`src/design/ssr_params.svh`:
```
`ifndef SSR_PARAMS_SVH
`define SSR_PARAMS_SVH

// register word indices, byte address is four times the index
`define SSR_IDX_INT_CTRL      4'h0
`define SSR_IDX_FLAGS         4'h1
`define SSR_IDX_ENABLES       4'h2
`define SSR_IDX_PRIORITY      4'h3
`define SSR_IDX_RX_STAT       4'h4
`define SSR_IDX_RX_BUF        4'h5
`define SSR_IDX_TX_STAT       4'h6
`define SSR_IDX_BAUD_CTRL     4'h7
`define SSR_IDX_DIV_HIGH      4'h8
`define SSR_IDX_DIV_LOW       4'h9
`define SSR_REG_CNT           10

// field positions
`define SSR_BIT_GLOBAL_IE     7
`define SSR_BIT_PERIPH_IE     6
`define SSR_BIT_RX_COMPLETE   5
`define SSR_BIT_PORT_EN       7
`define SSR_BIT_NINE_SEL      6
`define SSR_BIT_SINGLE_EN     5
`define SSR_BIT_CONT_EN       4
`define SSR_BIT_FRAME_ERR     2
`define SSR_BIT_OVERRUN       1
`define SSR_BIT_NINTH         0
`define SSR_BIT_CLK_SRC       7
`define SSR_BIT_SYNC_MODE     4
`define SSR_BIT_CLK_POL       4

// writable bits and reset values
`define SSR_RX_STAT_WMASK     8'hf8
`define SSR_FULL_WMASK        8'hff
`define SSR_NONE_WMASK        8'h00
`define SSR_RST_BYTE          8'h00
`define SSR_NINTH_POS         8
`define SSR_SYNC_STAGES       2

`endif

```
`src/design/ssr_pkg.sv`:
```
package ssr_pkg;
	typedef logic [7:0]  ssr_byte_t;
	typedef logic [8:0]  ssr_word_t;
	typedef logic [31:0] ssr_data_t;
	typedef logic [3:0]  ssr_cnt_t;
endpackage

```
`src/design/ssr_shift.sv`:
```
`timescale 1ns/1ps
`include "ssr_params.svh"
module ssr_shift #(
	parameter int SYNC_STAGES = `SSR_SYNC_STAGES
) (
	input  wire logic               clk_i,
	input  wire logic               rst_i,
	input  wire logic               ce_i,
	input  wire logic               link_clk_i,
	input  wire logic               link_dat_i,
	input  wire logic               enable_i,
	input  wire logic               clk_pol_i,
	input  wire logic               nine_i,
	output ssr_pkg::ssr_word_t      word_o,
	output logic                    done_o
);
	import ssr_pkg::*;

	if (SYNC_STAGES < 2) begin : g_bad_stages
		$error("SYNC_STAGES must be at least 2");
	end

	logic [SYNC_STAGES-1:0] clk_sync;
	logic [SYNC_STAGES-1:0] next_clk_sync;
	logic [SYNC_STAGES-1:0] dat_sync;
	logic [SYNC_STAGES-1:0] next_dat_sync;
	logic                   clk_prev;
	logic                   next_clk_prev;
	ssr_cnt_t               bit_cnt;
	ssr_cnt_t               next_bit_cnt;
	ssr_cnt_t               last_bit;
	ssr_word_t              next_word;
	logic                   next_done;
	logic                   edge_hit;
	logic                   clk_s;
	logic                   dat_s;

	assign clk_s = clk_sync[SYNC_STAGES-1];
	assign dat_s = dat_sync[SYNC_STAGES-1];

	always_comb begin
		next_clk_sync = {clk_sync[SYNC_STAGES-2:0], link_clk_i};
		next_dat_sync = {dat_sync[SYNC_STAGES-2:0], link_dat_i};
		next_clk_prev = clk_s;
		// active edge picked by polarity
		edge_hit = clk_pol_i ? (clk_prev & ~clk_s) : (~clk_prev & clk_s);
		last_bit = nine_i ? 4'h8 : 4'h7;
		next_bit_cnt = bit_cnt;
		next_word = word_o;
		next_done = 1'b0;
		if (!enable_i) begin
			next_bit_cnt = 4'h0;
		end else if (edge_hit) begin
			if (bit_cnt == 4'h0) begin
				next_word = '0;
			end
			next_word[bit_cnt] = dat_s;
			if (bit_cnt == last_bit) begin
				next_bit_cnt = 4'h0;
				next_done = 1'b1;
			end else begin
				next_bit_cnt = bit_cnt + 4'h1;
			end
		end
	end

	always_ff @(posedge clk_i) begin
		if (rst_i) begin
			clk_sync <= '0;
			dat_sync <= '0;
			clk_prev <= 1'b0;
			bit_cnt  <= 4'h0;
			word_o   <= '0;
			done_o   <= 1'b0;
		end else if (ce_i) begin
			clk_sync <= next_clk_sync;
			dat_sync <= next_dat_sync;
			clk_prev <= next_clk_prev;
			bit_cnt  <= next_bit_cnt;
			word_o   <= next_word;
			done_o   <= next_done;
		end
	end
endmodule

```
`src/design/ssr_top.sv`:
```
// Summary of operation
// - slave receive ignores single-receive enable; otherwise same as master receive
// - continuous receive keeps taking words while chip is in low power
// - completed word moves from shift register into receive buffer
// - enabled receive-complete during low power raises the wake request
// - nine-bit select gives nine data bits; ninth bit in receive status
// - completed word sets flag; interrupt only with receive interrupt enable
// - receive buffer read returns the low eight data bits
// - clearing continuous receive enable clears the latched overrun error
// - interrupt reaches the core only with global and peripheral enables set
//
// Local design decisions: the register offsets and the Wishbone register port.
`timescale 1ns/1ps
`include "ssr_params.svh"
module ssr_top #(
	parameter int ADR_W = 8
) (
	input  wire logic               clk_i,
	input  wire logic               rst_i,
	input  wire logic               ce_i,
	input  wire logic               wb_cyc_i,
	input  wire logic               wb_stb_i,
	input  wire logic               wb_we_i,
	input  wire logic [ADR_W-1:0]   wb_adr_i,
	input  wire logic [3:0]         wb_sel_i,
	input  ssr_pkg::ssr_data_t      wb_dat_i,
	output ssr_pkg::ssr_data_t      wb_dat_o,
	output logic                    wb_ack_o,
	input  wire logic               link_clk_i,
	input  wire logic               link_dat_i,
	input  wire logic               low_power_i,
	output logic                    irq_o,
	output logic                    wake_o
);
	import ssr_pkg::*;

	if (ADR_W < 6) begin : g_bad_adr
		$error("ADR_W must be at least 6");
	end

	function automatic logic is_reg(input logic [ADR_W-1:0] adr, input logic [3:0] idx);
		is_reg = (adr[1:0] == 2'b00) && (adr[ADR_W-1:2] == (ADR_W-2)'(idx));
	endfunction

	function automatic ssr_byte_t wr_mask(input logic [3:0] idx);
		case (idx)
			`SSR_IDX_FLAGS:   wr_mask = `SSR_NONE_WMASK;
			`SSR_IDX_RX_BUF:  wr_mask = `SSR_NONE_WMASK;
			`SSR_IDX_RX_STAT: wr_mask = `SSR_RX_STAT_WMASK;
			default:          wr_mask = `SSR_FULL_WMASK;
		endcase
	endfunction

	// register storage
	ssr_byte_t  cfg [`SSR_REG_CNT];
	ssr_byte_t  next_cfg [`SSR_REG_CNT];
	ssr_byte_t  rx_buf;
	ssr_byte_t  next_rx_buf;
	logic       buf_full;
	logic       next_buf_full;
	logic       ninth;
	logic       next_ninth;
	logic       overrun;
	logic       next_overrun;
	logic       rx_flag;
	logic       next_rx_flag;
	logic       next_irq;
	logic       next_wake;
	ssr_data_t  next_dat;
	logic       next_ack;

	// bus decode
	logic       req;
	logic       fin;
	logic       hit;
	logic       wr;
	logic       rd;
	logic       rd_buf;
	logic [3:0] idx;
	ssr_byte_t  rb;
	ssr_byte_t  mask;

	// receive control
	logic       port_en;
	logic       cont_en;
	logic       sync_mode;
	logic       clk_src;
	logic       clk_pol;
	logic       nine_sel;
	logic       rx_ie;
	logic       global_ie;
	logic       periph_ie;
	logic       slave_rx;
	logic       accept;
	logic       flag_clr;
	ssr_word_t  shift_word;
	logic       shift_done;

	assign port_en   = cfg[`SSR_IDX_RX_STAT][`SSR_BIT_PORT_EN];
	assign cont_en   = cfg[`SSR_IDX_RX_STAT][`SSR_BIT_CONT_EN];
	assign nine_sel  = cfg[`SSR_IDX_RX_STAT][`SSR_BIT_NINE_SEL];
	assign sync_mode = cfg[`SSR_IDX_TX_STAT][`SSR_BIT_SYNC_MODE];
	assign clk_src   = cfg[`SSR_IDX_TX_STAT][`SSR_BIT_CLK_SRC];
	assign clk_pol   = cfg[`SSR_IDX_BAUD_CTRL][`SSR_BIT_CLK_POL];
	assign rx_ie     = cfg[`SSR_IDX_ENABLES][`SSR_BIT_RX_COMPLETE];
	assign global_ie = cfg[`SSR_IDX_INT_CTRL][`SSR_BIT_GLOBAL_IE];
	assign periph_ie = cfg[`SSR_IDX_INT_CTRL][`SSR_BIT_PERIPH_IE];

	// single-receive enable deliberately not used; low power does not stop
	assign slave_rx = port_en & sync_mode & ~clk_src & cont_en & ~overrun;

	ssr_shift #(
		.SYNC_STAGES (`SSR_SYNC_STAGES)
	) u_shift (
		.clk_i      (clk_i),
		.rst_i      (rst_i),
		.ce_i       (ce_i),
		.link_clk_i (link_clk_i),
		.link_dat_i (link_dat_i),
		.enable_i   (slave_rx),
		.clk_pol_i  (clk_pol),
		.nine_i     (nine_sel),
		.word_o     (shift_word),
		.done_o     (shift_done)
	);

	// bus decode and readback
	always_comb begin
		// request taken while ack low; read data registered then
		req = wb_cyc_i & wb_stb_i & ~wb_ack_o;
		// writes and flag clear land on the edge that samples ack high
		// keep ce_i high while ack stands, or the write is lost
		fin = wb_cyc_i & wb_stb_i & wb_ack_o;
		idx = wb_adr_i[5:2];
		hit = (wb_adr_i[1:0] == 2'b00) &&
			(wb_adr_i[ADR_W-1:2] < (ADR_W-2)'(`SSR_REG_CNT));
		wr = fin & wb_we_i & wb_sel_i[0] & hit;
		rd = req & ~wb_we_i & hit;
		rd_buf = req & ~wb_we_i & is_reg(wb_adr_i, `SSR_IDX_RX_BUF);
		flag_clr = fin & wb_we_i & wb_sel_i[0] & is_reg(wb_adr_i, `SSR_IDX_FLAGS) &
			wb_dat_i[`SSR_BIT_RX_COMPLETE];
		mask = wr_mask(idx);
		rb = `SSR_RST_BYTE;
		if (hit) begin
			case (idx)
				`SSR_IDX_FLAGS: begin
					rb[`SSR_BIT_RX_COMPLETE] = rx_flag;
				end
				`SSR_IDX_RX_STAT: begin
					rb = cfg[idx] & `SSR_RX_STAT_WMASK;
					rb[`SSR_BIT_FRAME_ERR] = 1'b0;
					rb[`SSR_BIT_OVERRUN] = overrun;
					rb[`SSR_BIT_NINTH] = ninth;
				end
				`SSR_IDX_RX_BUF: begin
					rb = rx_buf;
				end
				default: begin
					rb = cfg[idx];
				end
			endcase
		end
		next_ack = req;
		next_dat = rd ? {24'h000000, rb} : 32'h00000000;
	end

	// configuration writes
	always_comb begin
		next_cfg = cfg;
		if (wr) begin
			next_cfg[idx] = (cfg[idx] & ~mask) | (wb_dat_i[7:0] & mask);
		end
	end

	// receive data path, flags and interrupt
	always_comb begin
		accept = shift_done & (~buf_full | rd_buf);
		next_rx_buf = rx_buf;
		next_ninth = ninth;
		next_buf_full = buf_full;
		next_overrun = overrun;
		if (accept) begin
			next_rx_buf = shift_word[7:0];
			next_ninth = nine_sel & shift_word[`SSR_NINTH_POS];
			next_buf_full = 1'b1;
		end else if (rd_buf) begin
			next_buf_full = 1'b0;
		end
		if (!cont_en) begin
			next_overrun = 1'b0;
		end else if (shift_done && !accept) begin
			next_overrun = 1'b1;
		end
		// set wins over a same-cycle clear
		next_rx_flag = accept | (rx_flag & ~flag_clr);
		next_irq = rx_flag & rx_ie & global_ie & periph_ie;
		next_wake = rx_flag & rx_ie & low_power_i;
	end

	always_ff @(posedge clk_i) begin
		if (rst_i) begin
			for (int i = 0; i < `SSR_REG_CNT; i++) begin
				cfg[i] <= `SSR_RST_BYTE;
			end
			rx_buf   <= `SSR_RST_BYTE;
			buf_full <= 1'b0;
			ninth    <= 1'b0;
			overrun  <= 1'b0;
			rx_flag  <= 1'b0;
			irq_o    <= 1'b0;
			wake_o   <= 1'b0;
			wb_dat_o <= 32'h00000000;
			wb_ack_o <= 1'b0;
		end else if (ce_i) begin
			cfg      <= next_cfg;
			rx_buf   <= next_rx_buf;
			buf_full <= next_buf_full;
			ninth    <= next_ninth;
			overrun  <= next_overrun;
			rx_flag  <= next_rx_flag;
			irq_o    <= next_irq;
			wake_o   <= next_wake;
			wb_dat_o <= next_dat;
			wb_ack_o <= next_ack;
		end
	end
endmodule

```
`config.mk`:
```
export PLATFORM = sky130hd
export DESIGN_NAME = ssr_top
export DESIGN_NICKNAME = d
export VERILOG_FILES = /design/src/design/ssr_pkg.sv /design/src/design/ssr_shift.sv /design/src/design/ssr_top.sv
export VERILOG_INCLUDE_DIRS = /design/src /design/src/design
export SDC_FILE = /design/constraint.sdc
export NUM_CORES = 1
export LEC_CHECK = 0
export BUFFER_PORTS_ARGS = -buffer_cell sky130_fd_sc_hd__buf_4
export CORE_MARGIN = 3
export CORE_UTILIZATION = 62
export DETAILED_ROUTE_END_ITERATION = 6
export PLACE_DENSITY = 0.9
export SLEW_MARGIN = 20
export SYNTH_ARGS = -nofsm -noshare
export SYNTH_HDL_FRONTEND = slang
export SYNTH_SLANG_ARGS = --single-unit
```
`constraint.sdc`:
```
create_clock -name clk_i -period 4.02 [get_ports clk_i]
set_input_delay 0 -clock clk_i [delete_from_list [all_inputs] [get_ports clk_i]]
set_output_delay 0 -clock clk_i [all_outputs]
set_load 0.005 [all_outputs]
```
* After elaboration in Yosys (flattened, before gate mapping) *
Index checks and enable logic that the tools add are counted.

word-level totals
  output and inout port bits = 35
  register bits = 146
  input bits = 53

cells by class
  $lt $le $gt $ge = 5
  $add $sub $neg = 1
  bitwise gates (word level) = 39
  mux-type cells = 30
  equality and inequality tests = 8
  reductions and logical operators = 17

operators with widths
  kind                count
  $bwmux 80           1
  $mux 8              5
  $bmux 8 s4          1
  $demux 8 s4         1
  $mux 9              3
  $and 1x1->1         24
  $and 8x8->8         2
  $mux 4              4
  $pmux 8 s2          1
  $pmux 5 s3          1
  $reduce_and 2->1    5
  $bwmux 9            1
  $mux 1              9
  $eq 4x3->1 const B  2
  $not 1->1           8
  $not 8->8           1
  $or 8x8->8          1
  $eq 6x1->1 const B  1
  $eq 6x3->1 const B  1
  $logic_and 1x1->1   6
  $lt 6x4->1 const B  1
  $ge 5x5->1 const B  1
  $lt 4x5->1 const B  1
  $lt 5x1->1 const B  1
  other kinds (17)    18

* Longest topological paths before layout *
  depth after elaboration = 10
  gate-level depth with buffers = 7
  gate-level depth less buffers = 5

* Hierarchy *
Synthesis repeated with hierarchy kept, for this count alone.

second synthesis, totals
  cells, all modules = 552
  area total of the unflattened synthesis = 5321.4 µm²

modules (own cells, without submodules)
  module     times used  sequential area each (µm²)  area each (µm²)  cells each
  ssr_top    1           1861.8                      4395.5           454
  ssr_shift  1           380.4                       925.9            98

* Worst setup path before layout *
Ideal clock, no wire load.

  kind = reg2reg
  start = register wb_ack_o
  end = register rx_buf[0]
  period minus slack after synthesis = 1.622 ns
  buffers on the path = 0
  required time = 3.886 ns
  slack = 2.398 ns
  data arrival time = 1.488 ns
  stages on the path, launching flop included = 5
  cell sequence = dfxtp_1 or4bb_1 o31a_1 o21ai_0 a21oi_1

on the way
  cells in the longest elaborated chain, start to end = 7

RTL lines
  item                        RTL line        RTL
  start: declaration          ssr_top.sv:28   output logic wb_ack_o,
  start signal: assignment    ssr_top.sv:224  wb_ack_o <= next_ack;
  $not 1->1                   ssr_top.sv:130  req = wb_cyc_i & wb_stb_i & ~wb_ack_o;
  $and 1x1->1                 ssr_top.sv:130
  $and 1x1->1 (2 in series)   ssr_top.sv:139  rd_buf = req & ~wb_we_i & is_reg(wb_adr_i, `SSR_IDX_RX_BUF);
  $or 1x1->1                  ssr_top.sv:177  accept = shift_done & (~buf_full | rd_buf);
  $and 1x1->1                 ssr_top.sv:177
  $reduce_and 2->1 (no line)  n/a
  end signal: assignment      ssr_top.sv:205  rx_buf <= `SSR_RST_BYTE;
  end signal: assignment      ssr_top.sv:216  rx_buf <= next_rx_buf;
  end: declaration            ssr_top.sv:57   ssr_byte_t rx_buf;

No other way between the ends.
A chain may end at the register's enable or synchronous reset.

* Final worst setup path *
  start = register wb_ack_o
  end = register cfg[49] (netlist name)

on the way
  cells in the longest elaborated chain, start to end = 5

RTL lines
  item                            RTL line        RTL
  $and 1x1->1                     ssr_top.sv:133  fin = wb_cyc_i & wb_stb_i & wb_ack_o;
  $and 1x1->1 (3 in series)       ssr_top.sv:137  wr = fin & wb_we_i & wb_sel_i[0] & hit;
  $reduce_and 2->1 (no line)      n/a
  end signal: indexed assignment  ssr_top.sv:203  cfg[i] <= `SSR_RST_BYTE;
  end signal: assignment          ssr_top.sv:215  cfg <= next_cfg;
  end: declaration                ssr_top.sv:55   ssr_byte_t cfg [`SSR_REG_CNT];

No other way between the ends.

==> impl_summary.txt <==
----------------------------------------------------
[Run status]
  Result of the run ... completed

[Floorplanning]
  Floorplan die height ... between 100 and 150 µm
  Starting density of the core ... about 65%
  Total number of placement rows ... 35
  Area of the placeable core ... between 9000 and 10000 µm²
  Top-level I/O count ... roughly 90
  Die Footprint ... approximately 11000 µm²
  Horiz. Die Dim ... approximately 110 µm

[Final layout]
  Final core area utilization ... roughly 74%
  N_diodes ... 0
  Share of layout cells above drive strength 1 ... between 10% and 20%
  NumNets Final ... roughly 780
  Layout area overhead ... 13.3%
  Final-layout fill cell count ... 657
  Cell area after layout ... 6950 µm²

[Clocking]
  Clock sink count ... between 100 and 150
  Clk Tree Root Cell ... clkbuf_8
  Number of buffers added for setup after CTS ... 0
  Clk buf depth ... 2
  Total CTS buffers ... 17
  H-tree levels ... 4
  Clock latency on the worst-skew pair ... between 0.5 and 0.6 ns
  CTS tree ... yes
  Clock-pin slew on the worst setup and hold paths ... about 0.06 ns

[Global routing]
  GR Layer Usage met3 ... between 7 and 8%
  Number of global-route vias before repair ... between 5000 and 6000
  Global routing usage summed across all routing layers ... between 20% and 30%
  Met1 demand-to-capacity share in global routing ... 36.8%
  Most crowded layer after global routing ... met2
  Largest net degree at the start of global routing ... a little over 70
  GRT met2 Usage ... a little under half
  Number of antenna violations at the first check in global routing ... 0
  Gr ovfl total ... 0
  Global-route wire length before repair ... 25800 µm

[Worst setup path]
  Critical path required time ... 4.44 ns
  Family with the most delay on the worst path ... simple AND/OR/NAND/NOR gates
  Number of buffers and inverters on the critical path ... 0
  Max FO, Critical Path ... 10
  CP startpoint kind ... register
  Crit Path Class ... register to register
  CP cell instances ... and4_1 > and3_1 > nand4_4 > a211oi_1
  Arrival time worst endpoint ... between 2 and 3 ns
  Highest-delay cell along the critical path ... and3_1
  Setup crit end kind ... register
  Critical Path Max Stage Delay ... ~0.6 ns

[Synthesis]
  Leading cell type by number of instances after synthesis ... dfxtp_1
  Number of flip-flops and latches in the synthesized netlist ... between 100 and 150
  Synth warnings ... 0
  Number of synthesized flops with an enable pin ... 0
  Post-synth cell types ... between 60 and 70
  Avg Cell Area, Syn ... between 8 and 9 µm²
  Yosys top cell area share ... between 30% and 40%
  Post-Synthesis Cells ... 698
  Syn Std Cell Area ... 6130 µm²
  Leading post-synthesis cells by instance count ... 122 x dfxtp_1, 78 x nor2_1, 59 x inv_1, 52 x a211oi_1, 49 x mux2i_1
  Yosys top cell by area ... dfxtp_1
  Register area share after synthesis ... 39.8%
  Most frequently used flop master after synthesis ... dfxtp_1
  Ys async rst share ... 0%
  Synth area leaders ... dfxtp_1 40%, mux2i_1 8.0%, a211oi_1 6.4%

[Detailed routing]
  Antenna-violating nets left ... 0
  DRT Wirelength ... between 15000 and 20000 µm
  Drt first pass iters ... 7
  Number of vias after detailed routing ... roughly 5300
  Average wire length per cell after detail routing ... roughly 19 µm
  Iteration-0 DRC count of the detailed router ... 461
  Via count normalized by instance count ... 6.13
  DRC Markers ... 0

[Placed design]
  Final weighted congestion of routability-driven global placement ... between 0.9 and 1
  Half-perimeter wire length after detailed placement ... between 10000 and 15000 µm
  Placed Area ... 6260 µm²
  Number of port buffers ... 36

[STA]
  RSZ-0062 raised after global routing ... no
  Final Cycle Share ... between 50% and 60%
  Setup violation total in the final timing report ... 0
  Final worst path period need ... around 2.3 ns
  Fmax ... ~430 MHz
  Final Hold Violating Endpoints ... 0
  Worst relative slew slack ... 37.7%
  Slew @ Worst Pin ... ~0.93 ns
  Setup TNS ... 0 ns
  Number of max-slew violations in the final report ... 0
  Worst-case clock skew ... ~0.008 ns

[Pwr]
  Power Total ... 0.00280 W
  Proportion of total power due to net switching ... about a quarter
  Internal portion of total power ... about 0.0021 W
  Worst IR Drop VDD ... about 0.24 mV
  Leak ... about 2.6 nW
  Clk network pwr share ... roughly half
  Power dissipated by switching net loads ... around 0.00065 W
  Sequential share of power ... a little over two fifths
  Areal power density over the cells ... approximately 400 nW/µm²
  Combinational power share ... 6.4%

[Flow run]
  Number of max-cap violations ... 0

[Min path]
  Hold Crit Class ... input pin to register

----------------------------------------------------
## worst paths after layout
path                              start                               end  depth (start not counted)  slack, ns
setup / recovery  wb_ack_o$_SDFFE_PP0P_              cfg[49]$_SDFFE_PP0P_                          4       1.72
setup reg to reg  wb_ack_o$_SDFFE_PP0P_              cfg[49]$_SDFFE_PP0P_                          4       1.72
hold reg to reg    cfg[75]$_SDFFE_PP0P_              cfg[75]$_SDFFE_PP0P_                          2       0.46
hold / removal                    rst_i  u_shift.clk_sync[1]$_SDFFE_PP0P_                          2       0.02
## cell type report
type                            count  area, µm²  share of cell area [%]
Clock buffer                       22        473                    6.81
Clock inverter                      8       70.1                    1.01
Inverter                           59        221                    3.19
Multi-Input combinational cell    468       3150                    45.4
Sequential cell                   122       2440                    35.1
Tap cell                          129        161                    2.32
Timing Repair Buffer               52        428                    6.16
## routing by layer
metal / vias up / part of all wire, %
met1: 2494 / 41
met2: 273 / 48
met5: - / 0
li1: 2463 / -
met3: 44 / 8.0
met4: 0 / 2.9
## power groups by stage
stage | Combinational (W) | Clock (W) | Sequential (W)
floorplan | 0.000133 | 0 | 0.00124
global placement | 0.000158 | 0 | 0.00124
detailed placement | 0.000161 | 0 | 0.00124
CTS | 0.000173 | 0.00141 | 0.00121
global route | 0.000188 | 0.00148 | 0.00121
finish | 0.000178 | 0.00141 | 0.00122
## through the flow
stage | hold slack, ns | instances | setup slack [ns]
4_1_cts | 0.000423 | 860 | 1.77
6_report | 0.0201 | 860 | 1.72
2_1_floorplan | 0.147 | 721 | 2.40
3_5_place_dp | 0.246 | 815 | 1.82
5_1_grt | 0.0187 | 860 | 1.63
3_3_place_gp | 0.236 | 815 | 1.88
## cells by family after synthesis
logic type / synth area share (%)
muxes: 8.18
adders and majority gates: 0.816
buffers and inverters: 10.2
AOI/OAI and AO/OA: 18.4
other: 0.0611
and+or+nand+nor: 22.5
DFF: 39.8
## registers in the layout, indices dropped and copies added (netlist names)
register,count
rx_flag,1
u_shift.bit_cnt,4
wb_dat_o,8
cfg,80
irq_o,1
buf_full,1
u_shift.clk_prev,1
wb_ack_o,1
overrun,1
ninth,1
u_shift.word_o,9
u_shift.done_o,1
wake_o,1
rx_buf,8
u_shift.clk_sync,2
u_shift.dat_sync,2
## what timing repair did
item,in CTS,in global routing
hold endpoints to repair,30,0
hold buffers,15,0
resized for setup,0,0
## layout by cell type, fill, tap and decap left out, types with 19 or more instances in the layout
master,synthesis,routed
dfxtp_1,122,122
nor2_1,78,78
inv_1,59,59
conb_1,1,24
nand2_1,19,19
mux2i_1,49,49
nand3_1,19,19
a211oi_1,52,52
buf_4,27,37
nor2b_1,37,37
a21oi_1,31,31
a22oi_1,19,19
(Power assumes the default switching activity.)
